--- config.mk ---
export PLATFORM = sky130hd
export DESIGN_NAME = uart_infrared_control
export DESIGN_NICKNAME = d
export VERILOG_FILES = /design/src/uart_infrared_pkg.sv /design/src/uart_infrared_control.sv
export SDC_FILE = /design/constraint.sdc
export NUM_CORES = 1
export LEC_CHECK = 0
export BUFFER_PORTS_ARGS = -buffer_cell sky130_fd_sc_hd__clkbuf_2
export CAP_MARGIN = 40
export CORE_MARGIN = 5
export CORE_UTILIZATION = 52
export CTS_BUF_LIST = sky130_fd_sc_hd__clkbuf_4 sky130_fd_sc_hd__clkbuf_8 sky130_fd_sc_hd__clkbuf_16
export DETAILED_ROUTE_END_ITERATION = 8
export PLACE_DENSITY = 0.69
export RECOVER_POWER = 100
export SYNTH_ARGS = -nofsm -noshare
export SYNTH_HDL_FRONTEND = slang
export SYNTH_SLANG_ARGS = --single-unit
--- constraint.sdc ---
create_clock -name ref_clk -period 12.15 [get_ports ref_clk]
set_clock_uncertainty 0.2 [all_clocks]
set_input_delay 1.8225 -clock ref_clk [delete_from_list [all_inputs] [get_ports ref_clk]]
set_output_delay 1.8225 -clock ref_clk [all_outputs]
set_load 0.01 [all_outputs]
--- src/uart_infrared_pkg.sv ---
// constants, field positions and carrier types of the serial controller
package uart_infrared_pkg;

  // register byte offsets
  localparam logic [7:0] MODE_OFFSET = 8'h00;
  localparam logic [7:0] STATUS_OFFSET = 8'h04;
  localparam logic [7:0] TXDATA_OFFSET = 8'h08;
  localparam logic [7:0] RXDATA_OFFSET = 8'h0C;
  localparam logic [7:0] RATE_OFFSET = 8'h10;

  // mode register fields
  localparam int MODE_EN = 15;
  localparam int MODE_IDLE_STOP = 13;
  localparam int MODE_IR = 12;
  localparam int MODE_RTS_MODE = 11;
  localparam int MODE_PIN_LO = 8;
  localparam int MODE_WAKE = 7;
  localparam int MODE_LOOP = 6;
  localparam int MODE_AUTO = 5;
  localparam int MODE_RX_INV = 4;
  localparam int MODE_HS = 3;
  localparam int MODE_FRAME_LO = 1;
  localparam int MODE_STOP = 0;

  // status and control register fields
  localparam int STA_TXI1 = 15;
  localparam int STA_TX_POL = 14;
  localparam int STA_TXI0 = 13;
  localparam int STA_BRK = 11;
  localparam int STA_TX_EN = 10;
  localparam int STA_FULL = 9;
  localparam int STA_EMPTY = 8;
  localparam int STA_RXI_LO = 6;
  localparam int STA_ADDRESS_DETECT_ENABLE = 5;
  localparam int STA_RECEIVER_IDLE = 4;
  localparam int STA_PARITY_ERROR = 3;
  localparam int STA_FRAMING_ERROR = 2;
  localparam int STA_OVERRUN_ERROR = 1;
  localparam int STA_RDA = 0;

  localparam logic [15:0] MODE_WMASK = 16'hBBFF;
  localparam logic [15:0] STA_WMASK = 16'hECE0;
  localparam logic [15:0] MODE_RESET = 16'h0000;
  localparam logic [15:0] STA_RESET = 16'h0000;
  localparam logic [15:0] RATE_RESET = 16'h0000;

  // oversampling ticks: last tick of a bit, mid-bit tick, infrared pulse and stretch; break length and auto rate edges
  localparam logic [3:0] LAST_TICK_STD = 4'hF;
  localparam logic [3:0] LAST_TICK_HS = 4'h3;
  localparam logic [3:0] HALF_TICK_STD = 4'h7;
  localparam logic [3:0] HALF_TICK_HS = 4'h1;
  localparam logic [3:0] IR_PULSE_TICKS = 4'h3;
  localparam logic [4:0] IR_STRETCH = 5'h10;
  localparam logic [3:0] BREAK_LEN = 4'hE;
  localparam logic [2:0] AUTO_EDGES = 3'h4;

  typedef enum logic [1:0] {
    RX_IDLE = 2'b00,
    RX_START = 2'b01,
    RX_DATA = 2'b11,
    RX_STOP = 2'b10
  } rx_state_e;

  typedef enum logic [1:0] {
    PIN_TXRX = 2'b00,
    PIN_RTS = 2'b01,
    PIN_FLOW = 2'b10,
    PIN_BAUDCLK = 2'b11
  } pin_usage_e;

  typedef enum logic [1:0] {
    FRAME_8N = 2'b00,
    FRAME_8E = 2'b01,
    FRAME_8O = 2'b10,
    FRAME_9N = 2'b11
  } frame_e;

  typedef struct packed {
    logic [7:0] addr;
    logic [15:0] wdata;
    logic wr;
    logic rd;
  } reg_req_s;

  typedef struct packed {
    logic framing_error;
    logic parity_error;
    logic [8:0] data;
  } rx_char_s;

  typedef struct packed {
    logic idle;
    logic sleep;
  } power_mode_s;

endpackage

--- src/uart_infrared_control.sv ---
// serial transceiver with infrared codec, flow control and auto rate
//
// Behaviour
// - pin usage 11 with module enabled drives baud clock pin at tick rate, 16x, or 4x in high speed
// - infrared bit routes pins through pulse encoder/decoder, 16x mode only
// - module enable gives pins to the block; clear leaves pins, block idle
// - idle-stop set halts the block while the device idles
// - request mode bit: set simplex, clear flow control on request pin
// - pin usage selects which of tx, rx, cts, rts, baud clock are used
// - wake enable samples rx in sleep, fires on fall, clears on rise
// - auto rate measures a 55h sync byte then clears its enable
// - receive invert set makes rx idle low, else idle high
// - high speed bit gives 4 ticks per bit, else 16
// - frame field: 9 bit none, 8 odd, 8 even, 8 none
// - stop select set sends two stop bits, else one
// - tx interrupt: leaving buffer empty, all shifted out, or every load
// - encoded tx idle level follows polarity bit only in infrared mode
// - break request sends start, twelve zeros, stop, then self clears
// - clearing tx enable aborts, empties tx buffer, releases tx pin
// - tx full when buffer full; shifter empty when shifter and buffer empty
// - rx interrupt on buffer reaching four, three, or every character
// - address detect with 9 bit frames keeps only ninth-bit-set chars
// - parity and framing flags belong to the character at fifo head
// - overflow sets overrun; clearing it empties buffer and shifter
// - receiver idle while no character arrives; available when buffer holds
// - baud timer free runs with divisor period, cleared on divisor write
// - reading receive data pops head, exposing next character's flags
`timescale 1ns/10ps
module uart_infrared_control #(
  parameter int FIFO_DEPTH = 4
) (
  input wire logic ref_clk,
  input wire logic reset,
  input wire uart_infrared_pkg::reg_req_s regReq,
  output logic [15:0] regRdata_q,
  input wire uart_infrared_pkg::power_mode_s powerMode,
  input wire logic serialInPin,
  input wire logic clearToSendPinN,
  output logic serialOutPin_q,
  output logic serialOutEn_q,
  output logic requestToSendPinN_q,
  output logic requestToSendEn_q,
  output logic baudClockPin_q,
  output logic baudClockEn_q,
  output logic txIrq_q,
  output logic rxIrq_q,
  output logic errIrq_q,
  output logic wakeIrq_q
);
  import uart_infrared_pkg::*;

  localparam int PTR_W = $clog2(FIFO_DEPTH);
  localparam logic [PTR_W:0] DEPTH_C = (PTR_W+1)'(FIFO_DEPTH);
  localparam logic [PTR_W:0] NEAR_C = (PTR_W+1)'(FIFO_DEPTH - 1);
  localparam logic [PTR_W:0] ONE_C = (PTR_W+1)'(1);

  if ((FIFO_DEPTH < 4) || ((FIFO_DEPTH & (FIFO_DEPTH - 1)) != 0)) begin
    $error("FIFO_DEPTH must be a power of two of at least 4");
  end

  logic [15:0] mode_q, ctrl_q, rateDiv_q, baudCnt_q;
  logic wrMode, wrCtrl, wrTx, wrRate, rdRx;

  always_comb begin
    wrMode = 1'b0;
    wrCtrl = 1'b0;
    wrTx = 1'b0;
    wrRate = 1'b0;
    rdRx = 1'b0;
    if (regReq.addr == MODE_OFFSET) begin
      wrMode = regReq.wr;
    end else if (regReq.addr == STATUS_OFFSET) begin
      wrCtrl = regReq.wr;
    end else if (regReq.addr == TXDATA_OFFSET) begin
      wrTx = regReq.wr;
    end else if (regReq.addr == RXDATA_OFFSET) begin
      rdRx = regReq.rd;
    end else if (regReq.addr == RATE_OFFSET) begin
      wrRate = regReq.wr;
    end
  end

  logic modEn, run, hs, irOn, nineBit, parOn, oddPar, txEn, txPol;
  pin_usage_e pinUse;
  frame_e frame;
  logic [3:0] lastTick, halfTick;
  logic [1:0] txIrqMode, rxIrqMode;

  assign modEn = mode_q[MODE_EN];
  assign run = modEn && !(mode_q[MODE_IDLE_STOP] && powerMode.idle)
               && !powerMode.sleep;
  assign hs = mode_q[MODE_HS];
  assign irOn = mode_q[MODE_IR] && !hs;
  assign pinUse = pin_usage_e'(mode_q[MODE_PIN_LO +: 2]);
  assign frame = frame_e'(mode_q[MODE_FRAME_LO +: 2]);
  assign nineBit = frame == FRAME_9N;
  assign parOn = (frame == FRAME_8E) || (frame == FRAME_8O);
  assign oddPar = frame == FRAME_8O;
  assign lastTick = hs ? LAST_TICK_HS : LAST_TICK_STD;
  assign halfTick = hs ? HALF_TICK_HS : HALF_TICK_STD;
  assign txEn = ctrl_q[STA_TX_EN];
  assign txPol = ctrl_q[STA_TX_POL];
  assign txIrqMode = {ctrl_q[STA_TXI1], ctrl_q[STA_TXI0]};
  assign rxIrqMode = ctrl_q[STA_RXI_LO +: 2];

  // baud timer
  logic tick;
  logic [15:0] halfDiv;
  assign tick = run && !wrRate && (baudCnt_q >= rateDiv_q);
  assign halfDiv = 16'((17'(rateDiv_q) + 17'h0_0001) >> 1);

  always_ff @(posedge ref_clk or posedge reset) begin
    if (reset) begin
      baudCnt_q <= 16'h0000;
    end else if (wrRate || !run || baudCnt_q >= rateDiv_q) begin
      baudCnt_q <= 16'h0000;
    end else begin
      baudCnt_q <= baudCnt_q + 16'h0001;
    end
  end

  always_ff @(posedge ref_clk or posedge reset) begin
    if (reset) begin
      baudClockPin_q <= 1'b0;
      baudClockEn_q <= 1'b0;
    end else begin
      baudClockEn_q <= modEn && pinUse == PIN_BAUDCLK;
      if (!run) begin
        baudClockPin_q <= 1'b0;
      end else if (baudCnt_q == 16'h0000) begin
        baudClockPin_q <= 1'b1;
      end else if (baudCnt_q == halfDiv) begin
        baudClockPin_q <= 1'b0;
      end
    end
  end

  // transmit buffer
  logic [8:0] txMem [FIFO_DEPTH];
  logic [PTR_W-1:0] txWrPtr_q, txRdPtr_q;
  logic [PTR_W:0] txCount_q;
  logic txPush, txLoad, txFlush, txDone, ctsOk;
  logic txBusy_q, txBreak_q;
  logic [13:0] txShift_q, txFrame;
  logic [3:0] txBitsLeft_q, txTick_q, txLen;
  logic [8:0] txHead;
  logic txPar, txLine, txEncoded;

  assign txPush = wrTx && txCount_q != DEPTH_C;
  assign txFlush = wrCtrl && txEn && !regReq.wdata[STA_TX_EN];
  assign ctsOk = pinUse != PIN_FLOW || !clearToSendPinN;
  assign txLoad = run && txEn && !txBusy_q && txCount_q != '0 && ctsOk;
  assign txDone = txBusy_q && tick && txTick_q == lastTick
                  && txBitsLeft_q == 4'h1;
  assign txHead = txMem[txRdPtr_q];
  assign txPar = (^txHead[7:0]) ^ oddPar;

  always_comb begin
    txLen = mode_q[MODE_STOP] ? 4'hB : 4'hA;
    txFrame = {5'b1_1111, txHead[7:0], 1'b0};
    if (ctrl_q[STA_BRK]) begin
      txFrame = {1'b1, 12'h000, 1'b0};
      txLen = BREAK_LEN;
    end else if (nineBit) begin
      txFrame = {4'b1111, txHead, 1'b0};
      txLen = txLen + 4'h1;
    end else if (parOn) begin
      txFrame = {4'b1111, txPar, txHead[7:0], 1'b0};
      txLen = txLen + 4'h1;
    end
  end

  always_ff @(posedge ref_clk) begin
    if (txPush) begin
      txMem[txWrPtr_q] <= regReq.wdata[8:0];
    end
  end

  always_ff @(posedge ref_clk or posedge reset) begin
    if (reset) begin
      txWrPtr_q <= '0;
      txRdPtr_q <= '0;
      txCount_q <= '0;
    end else if (txFlush) begin
      txWrPtr_q <= '0;
      txRdPtr_q <= '0;
      txCount_q <= '0;
    end else begin
      if (txPush) begin
        txWrPtr_q <= txWrPtr_q + 1'b1;
      end
      if (txLoad) begin
        txRdPtr_q <= txRdPtr_q + 1'b1;
      end
      txCount_q <= txCount_q + (PTR_W+1)'(txPush) - (PTR_W+1)'(txLoad);
    end
  end

  always_ff @(posedge ref_clk or posedge reset) begin
    if (reset) begin
      txBusy_q <= 1'b0;
      txBreak_q <= 1'b0;
      txShift_q <= 14'h3FFF;
      txBitsLeft_q <= 4'h0;
      txTick_q <= 4'h0;
    end else if (txFlush) begin
      txBusy_q <= 1'b0;
      txShift_q <= 14'h3FFF;
    end else if (txLoad) begin
      txBusy_q <= 1'b1;
      txBreak_q <= ctrl_q[STA_BRK];
      txShift_q <= txFrame;
      txBitsLeft_q <= txLen;
      txTick_q <= 4'h0;
    end else if (txBusy_q && tick) begin
      if (txTick_q == lastTick) begin
        txTick_q <= 4'h0;
        txShift_q <= {1'b1, txShift_q[13:1]};
        txBitsLeft_q <= txBitsLeft_q - 4'h1;
        txBusy_q <= txBitsLeft_q != 4'h1;
      end else begin
        txTick_q <= txTick_q + 4'h1;
      end
    end
  end

  assign txLine = txBusy_q ? txShift_q[0] : 1'b1;
  // zero bits become a short pulse away from the idle level
  assign txEncoded = irOn ? ((!txLine && txTick_q < IR_PULSE_TICKS) ?
                     !txPol : txPol) : txLine;

  // receive path
  logic rxLevel, rxBit, rxPrev_q, rxFall, rxRise;
  logic [4:0] irStretch_q;
  assign rxLevel = (mode_q[MODE_LOOP] ? txEncoded : serialInPin)
                   ^ mode_q[MODE_RX_INV];

  always_ff @(posedge ref_clk or posedge reset) begin
    if (reset) begin
      irStretch_q <= 5'h00;
    end else if (!irOn) begin
      irStretch_q <= 5'h00;
    end else if (!rxLevel) begin
      irStretch_q <= IR_STRETCH;
    end else if (tick && irStretch_q != 5'h00) begin
      irStretch_q <= irStretch_q - 5'h01;
    end
  end

  assign rxBit = irOn ? (rxLevel && irStretch_q == 5'h00) : rxLevel;
  assign rxFall = rxPrev_q && !rxBit;
  assign rxRise = !rxPrev_q && rxBit;

  always_ff @(posedge ref_clk or posedge reset) begin
    if (reset) begin
      rxPrev_q <= 1'b1;
    end else begin
      rxPrev_q <= rxBit;
    end
  end

  // auto rate: start edge plus four falls of 55h span eight bit times
  logic abActive_q, abDone;
  logic [2:0] abEdges_q;
  logic [22:0] abCnt_q;
  logic [15:0] abBits;
  assign abDone = abActive_q && rxFall && abEdges_q == AUTO_EDGES - 3'h1;
  assign abBits = hs ? abCnt_q[20:5] : abCnt_q[22:7];

  always_ff @(posedge ref_clk or posedge reset) begin
    if (reset) begin
      abActive_q <= 1'b0;
      abEdges_q <= 3'h0;
      abCnt_q <= 23'h00_0000;
    end else if (!mode_q[MODE_AUTO] || !run || abDone) begin
      abActive_q <= 1'b0;
    end else if (!abActive_q) begin
      abActive_q <= rxFall;
      abEdges_q <= 3'h0;
      abCnt_q <= 23'h00_0001;
    end else begin
      abCnt_q <= abCnt_q + 23'h00_0001;
      if (rxFall) begin
        abEdges_q <= abEdges_q + 3'h1;
      end
    end
  end

  always_ff @(posedge ref_clk or posedge reset) begin
    if (reset) begin
      rateDiv_q <= RATE_RESET;
    end else if (wrRate) begin
      rateDiv_q <= regReq.wdata;
    end else if (abDone) begin
      rateDiv_q <= (abBits == 16'h0000) ? 16'h0000 : abBits - 16'h0001;
    end
  end

  // receive state machine
  rx_state_e rxState_q;
  logic [3:0] rxTick_q, rxIdx_q, rxLastIdx;
  logic [9:0] rxShift_q;
  logic rxFlush, rxStopDone, rxPush, rxOverflow, overrun_q;
  rx_char_s rxChar, rxHead;
  rx_char_s rxMem [FIFO_DEPTH];
  logic [PTR_W-1:0] rxWrPtr_q, rxRdPtr_q;
  logic [PTR_W:0] rxCount_q;
  logic rxPop;

  assign rxLastIdx = (nineBit || parOn) ? 4'h8 : 4'h7;
  assign rxFlush = wrCtrl && overrun_q && !regReq.wdata[STA_OVERRUN_ERROR];

  always_ff @(posedge ref_clk or posedge reset) begin
    if (reset) begin
      rxState_q <= RX_IDLE;
      rxTick_q <= 4'h0;
      rxIdx_q <= 4'h0;
      rxShift_q <= 10'h000;
    end else if (rxFlush || !run) begin
      rxState_q <= RX_IDLE;
    end else begin
      case (rxState_q)
        RX_IDLE: begin
          if (rxFall && !mode_q[MODE_AUTO]) begin
            rxState_q <= RX_START;
            rxTick_q <= 4'h0;
          end
        end
        RX_START: begin
          if (tick && rxTick_q == halfTick) begin
            rxState_q <= rxBit ? RX_IDLE : RX_DATA;
            rxTick_q <= 4'h0;
            rxIdx_q <= 4'h0;
          end else if (tick) begin
            rxTick_q <= rxTick_q + 4'h1;
          end
        end
        RX_DATA: begin
          if (tick && rxTick_q == lastTick) begin
            rxTick_q <= 4'h0;
            rxShift_q <= {rxBit, rxShift_q[9:1]};
            rxIdx_q <= rxIdx_q + 4'h1;
            if (rxIdx_q == rxLastIdx) begin
              rxState_q <= RX_STOP;
            end
          end else if (tick) begin
            rxTick_q <= rxTick_q + 4'h1;
          end
        end
        RX_STOP: begin
          if (tick && rxTick_q == lastTick) begin
            rxState_q <= RX_IDLE;
          end else if (tick) begin
            rxTick_q <= rxTick_q + 4'h1;
          end
        end
        default: rxState_q <= RX_IDLE;
      endcase
    end
  end

  assign rxStopDone = run && !rxFlush && rxState_q == RX_STOP && tick
                      && rxTick_q == lastTick;

  always_comb begin
    rxChar.data = nineBit ? rxShift_q[9:1] :
                  {1'b0, parOn ? rxShift_q[8:1] : rxShift_q[9:2]};
    rxChar.parity_error = parOn && ((^rxShift_q[9:1]) != oddPar);
    rxChar.framing_error = !rxBit;
  end

  assign rxPush = rxStopDone && rxCount_q != DEPTH_C
                  && !(ctrl_q[STA_ADDRESS_DETECT_ENABLE] && nineBit && !rxChar.data[8]);
  assign rxOverflow = rxStopDone && rxCount_q == DEPTH_C;
  assign rxPop = rdRx && rxCount_q != '0;
  assign rxHead = rxMem[rxRdPtr_q];

  always_ff @(posedge ref_clk) begin
    if (rxPush) begin
      rxMem[rxWrPtr_q] <= rxChar;
    end
  end

  always_ff @(posedge ref_clk or posedge reset) begin
    if (reset) begin
      rxWrPtr_q <= '0;
      rxRdPtr_q <= '0;
      rxCount_q <= '0;
    end else if (rxFlush) begin
      rxWrPtr_q <= '0;
      rxRdPtr_q <= '0;
      rxCount_q <= '0;
    end else begin
      if (rxPush) begin
        rxWrPtr_q <= rxWrPtr_q + 1'b1;
      end
      if (rxPop) begin
        rxRdPtr_q <= rxRdPtr_q + 1'b1;
      end
      rxCount_q <= rxCount_q + (PTR_W+1)'(rxPush) - (PTR_W+1)'(rxPop);
    end
  end

  always_ff @(posedge ref_clk or posedge reset) begin
    if (reset) begin
      overrun_q <= 1'b0;
    end else if (rxOverflow) begin
      overrun_q <= 1'b1;
    end else if (rxFlush) begin
      overrun_q <= 1'b0;
    end
  end

  // wake from sleep on a falling receive line
  logic wakeSeen_q, wakeClr;
  assign wakeClr = wakeSeen_q && rxRise;

  always_ff @(posedge ref_clk or posedge reset) begin
    if (reset) begin
      wakeSeen_q <= 1'b0;
    end else if (!mode_q[MODE_WAKE] || wakeClr) begin
      wakeSeen_q <= 1'b0;
    end else if (powerMode.sleep && rxFall) begin
      wakeSeen_q <= 1'b1;
    end
  end

  // control registers; software writes win over hardware clears
  always_ff @(posedge ref_clk or posedge reset) begin
    if (reset) begin
      mode_q <= MODE_RESET;
    end else if (wrMode) begin
      mode_q <= regReq.wdata & MODE_WMASK;
    end else begin
      if (abDone) begin
        mode_q[MODE_AUTO] <= 1'b0;
      end
      if (wakeClr) begin
        mode_q[MODE_WAKE] <= 1'b0;
      end
    end
  end

  always_ff @(posedge ref_clk or posedge reset) begin
    if (reset) begin
      ctrl_q <= STA_RESET;
    end else if (wrCtrl) begin
      ctrl_q <= regReq.wdata & STA_WMASK;
    end else if (txDone && txBreak_q) begin
      ctrl_q[STA_BRK] <= 1'b0;
    end
  end

  // status and read data
  logic [15:0] status;
  logic txFull, shifterEmpty, haveRx;
  assign txFull = txCount_q == DEPTH_C;
  assign shifterEmpty = !txBusy_q && txCount_q == '0;
  assign haveRx = rxCount_q != '0;

  always_comb begin
    status = ctrl_q;
    status[STA_FULL] = txFull;
    status[STA_EMPTY] = shifterEmpty;
    status[STA_RECEIVER_IDLE] = rxState_q == RX_IDLE;
    status[STA_PARITY_ERROR] = haveRx && rxHead.parity_error;
    status[STA_FRAMING_ERROR] = haveRx && rxHead.framing_error;
    status[STA_OVERRUN_ERROR] = overrun_q;
    status[STA_RDA] = haveRx;
  end

  always_ff @(posedge ref_clk or posedge reset) begin
    if (reset) begin
      regRdata_q <= 16'h0000;
    end else if (!regReq.rd) begin
      regRdata_q <= 16'h0000;
    end else if (regReq.addr == MODE_OFFSET) begin
      regRdata_q <= mode_q;
    end else if (regReq.addr == STATUS_OFFSET) begin
      regRdata_q <= status;
    end else if (regReq.addr == RXDATA_OFFSET) begin
      regRdata_q <= haveRx ? {7'h00, rxHead.data} : 16'h0000;
    end else if (regReq.addr == RATE_OFFSET) begin
      regRdata_q <= rateDiv_q;
    end else begin
      regRdata_q <= 16'h0000;
    end
  end

  // pins
  always_ff @(posedge ref_clk or posedge reset) begin
    if (reset) begin
      serialOutPin_q <= 1'b1;
      serialOutEn_q <= 1'b0;
      requestToSendPinN_q <= 1'b1;
      requestToSendEn_q <= 1'b0;
    end else begin
      serialOutEn_q <= modEn && txEn;
      serialOutPin_q <= txEncoded;
      requestToSendEn_q <= modEn
                           && (pinUse == PIN_RTS || pinUse == PIN_FLOW);
      if (mode_q[MODE_RTS_MODE]) begin
        requestToSendPinN_q <= shifterEmpty;
      end else begin
        requestToSendPinN_q <= rxCount_q == DEPTH_C;
      end
    end
  end

  // interrupt request pulses
  always_ff @(posedge ref_clk or posedge reset) begin
    if (reset) begin
      txIrq_q <= 1'b0;
      rxIrq_q <= 1'b0;
      errIrq_q <= 1'b0;
      wakeIrq_q <= 1'b0;
    end else begin
      case (txIrqMode)
        2'b10: txIrq_q <= txLoad && txCount_q == ONE_C && !txPush;
        2'b01: txIrq_q <= txDone && txCount_q == '0;
        2'b00: txIrq_q <= txLoad;
        default: txIrq_q <= 1'b0;
      endcase
      case (rxIrqMode)
        2'b11: rxIrq_q <= rxPush && rxCount_q == NEAR_C;
        2'b10: rxIrq_q <= rxPush && rxCount_q == NEAR_C - ONE_C;
        default: rxIrq_q <= rxPush;
      endcase
      errIrq_q <= rxOverflow
                  || (rxPush && (rxChar.parity_error || rxChar.framing_error));
      wakeIrq_q <= mode_q[MODE_WAKE] && !wakeSeen_q
                   && powerMode.sleep && rxFall;
    end
  end

endmodule

==> flow_summary.toml <==
[clock_network]
cts-resized-gates = 0
clock_latency_ns = 0.54
ctsRootBufferMaster = "clkbuf_16"
cts_buffers = 27
htree_num_levels = 1
clkSinkCount = 251
postCtsHoldBufs = 0
clk_pin_slew_ns = 0.06
max-clock-path-buffers = 3
post_cts_buffers = 0
cts_tree = "yes"

[pwr]
finalPower_mw = 1.91
clkPwrFrac = 0.467
p_sw_frac = 0.223
power_frac_comb = 0.057
ir_drop_mv = 0.158
internal-power_mw = 1.48
power.leakage_nw = 6.10
power_frac_seq = 0.476
power.switching_uw = 426
power_density_nw_per_um2 = 128

[yosys]
ys_ff_latch = 251
syn_inst = 1264
synth-edff-count = 80
syn_nets = 1346
synth-main-ff-cell = "dfrtp_1"
netlist_area_um2 = 13600
post_synth_num_cell_types = 81
ys_warn_count = 0
syn_avg_cell_area_um2 = 10.7
async_flop_share = 0.681
ys_seq_area_frac = 0.494

[critical_path]
worst_path_max_delay_cell = "nor4_1"
cp_top_family = "simple AND/OR/NAND/NOR gates"
end_kind = "flip-flop"
critPathArrivalTime_ns = 7.28
required_ns = 12.35
crit_buf_inv = 2
cp_cell_sequence = "clkbuf_2 > or4_1 > nor4_1 > nand2_1 > o21ai_0 > nor4_1 > ha_1 > inv_1 > fa_1 > xor2_1 > xnor2_1 > nor2_1"
path_max_fanout = 15
critPathKind = "in2reg"
path_common_cell = "nor4_1"
cp-start-kind = "input port"
cpPeakStageDelay_ns = 1.80

[routing]
wl_met2_um = 15500
dr_wl_met3_um = 2070
wl_met1_um = 14700
drc_errors = 0
dr.first_iter.drc_count = 737
dr.pass1.iters = 5
wl_um = 33200
route.detailed.wl_per_inst_um = 20.1
vias = 9882
viasPerCell = 6.00
top_layer = "met4"
antenna_left = 0

[status]
violations = "capacitance limit, slew limit"
status = "complete, but fails checks"

[worst_hold_path]
hp-class = "reg2reg"

[cells_and_area]
drive_gt1_frac = 0.110
layout_commonest_cell = "dfrtp_1"
n_antenna_cell = 0
fin_cells = 1647
areaGrowthSynthToFinish_pct = 9.73
layout.nets = 1373
final_cell_mix = "dfrtp_1, nand2_1, nor2_1"
nFillCells = 2188
final_cell_area_um2 = 14900

[place]
gp_congestion = 0.880
place_area_um2 = 14100
dp.cells = 1597
portBuffers = 57
post-dp-hpwl_um = 23900

[job]
maxCapViolations = 5

[die]
chipHeight_um = 172
core_area_um2 = 25900
start_util = 0.524
dieArea_um2 = 29400
rows = 59
ios = 58
fp.dieW_um = 172

[global_routing]
grt_max_degree = 61
grt_pass1_vias = 9549
grt_pass1_wl_um = 53200
grt.overflow.total = 0
antenna_found_initial = 0
grt_usage = 0.228

[sta]
worst_pin_slew_ns = 3.28
drv_slew = 201
relSlewSlack = -1.19
setup_violations = 0
setup-tns-final_ns = 0
hold_ws_ns = 0.298
final_hold_viol_count = 0
finalCritPeriodShare = 0.583
rsz0062_at_grt = "no"
max_freq_ghz = 0.141
period_minus_slack_ns = 7.08
[final cells by class]
type | count | area [µm²] | area share
clock inverters | 17 | 244 | 0.0164
clock buffers | 33 | 727 | 0.0488
multi-input cells | 886 | 6280 | 0.422
well taps | 335 | 419 | 0.0282
repair buffers | 64 | 285 | 0.0192
flip-flops and latches | 251 | 6700 | 0.450
inverters | 61 | 230 | 0.0155
[tightest hold or removal path: stages, from the launching register on]
cell and delay (ns):
dfrtp_1 0.34, nand2_1 0.05, o21ai_0 0.07
[Yosys cell counts, types with 5 or more instances]
master,n,area share
nand2_1,100,0.028
dfrtp_1,155,0.29
nand4_1,20,0.0092
nor4_1,12,0.0055
buf_2,10,0.0037
and3_1,9,0.0041
a221oi_1,8,0.0052
dfstp_2,16,0.031
nand3_1,38,0.014
and2_1,25,0.012
xor2_1,42,0.027
mux2_2,38,0.032
nor3b_1,10,0.0055
o211ai_1,8,0.0044
inv_1,59,0.016
clkbuf_1,47,0.013
nand2b_1,11,0.0051
nor3_1,35,0.013
a22o_1,5,0.0032
nand3b_1,6,0.0033
a21boi_0,8,0.0044
a31oi_1,18,0.0083
buf_1,6,0.0017
ha_1,48,0.044
a221o_1,5,0.0037
a211oi_1,9,0.0050
a22oi_1,9,0.0050
o21ai_0,60,0.022
xnor2_1,56,0.036
a21oi_1,48,0.018
nor2b_1,10,0.0046
edfxtp_1,80,0.18
nor2_1,101,0.028
mux2i_1,31,0.023
or3_1,21,0.0097
mux4_2,20,0.033
o22ai_1,5,0.0023
[power by group through the flow]
stage / clock (mW) / combinational (mW) / sequential [mW]
detailed placement: 0 / 0.111 / 0.924
global route: 0.947 / 0.122 / 0.910
CTS: 0.903 / 0.111 / 0.908
global placement: 0 / 0.106 / 0.926
finish: 0.891 / 0.108 / 0.909
floorplan: 0 / 0.0807 / 0.914
[routing by layer]
layer	GRT usage	up-vias
met1	0.323	4870
met4	0.0589	0
met3	0.0384	67
met2	0.369	309
li1	-	4636
met5	0	-
[registers in the layout (all words and copies together), names as in the netlist, 5 cells and up]
register and flops:
txShift_q 13, rxMem 44, ctrl_q 8, rxShift_q 9
regRdata_q 16, txMem 36, baudCnt_q 16, rateDiv_q 16
abCnt_q 23, irStretch_q 5, mode_q 14
[stage by stage]
| step | setup WS, ns | utilization |
|---|---|---|
| 3_5_place_dp | 6.64 | 0.543 |
| 3_3_place_gp | 6.83 | 0.542 |
| 6_report | 5.07 | 0.575 |
| 4_1_cts | 7.19 | 0.580 |
| 2_1_floorplan | 5.52 | - |
| 5_1_grt | 4.77 | 0.575 |
[logic make-up (layout without fill, tap and decap cells)]
family | Yosys count | after routing | synth area share
and+or+nand+nor | 422 | 422 | 0.160
muxes | 89 | 89 | 0.0876
DFF | 251 | 251 | 0.494
AOI/OAI and AO/OA | 227 | 227 | 0.111
xor gates and xnor gates | 98 | 98 | 0.0633
buffers and inverters | 127 | 175 | 0.0372
adders and majority gates | 50 | 50 | 0.0472
[worst paths after layout]
kind / start / endpoint / slack [ns] / depth (start not counted)
min reg2reg: txBreak_q$_DFFE_PP0P_ / txBreak_q$_DFFE_PP0P_ / 0.30 / 2
max in group asynchronous: reset / mode_q[3]$_DFFE_PP0P_ / 6.03 / 3
max: regReq[19] / rxCount_q[2]$_DFF_PP0_ / 5.07 / 12
min: txBreak_q$_DFFE_PP0P_ / txBreak_q$_DFFE_PP0P_ / 0.30 / 2
max reg2reg: mode_q[15]$_DFFE_PP0P_ / rxCount_q[2]$_DFF_PP0_ / 7.00 / 10
min in group asynchronous: reset / txRdPtr_q[1]$_DFFE_PP0P_ / 1.77 / 2
Power figures use the tool's default switching activity.
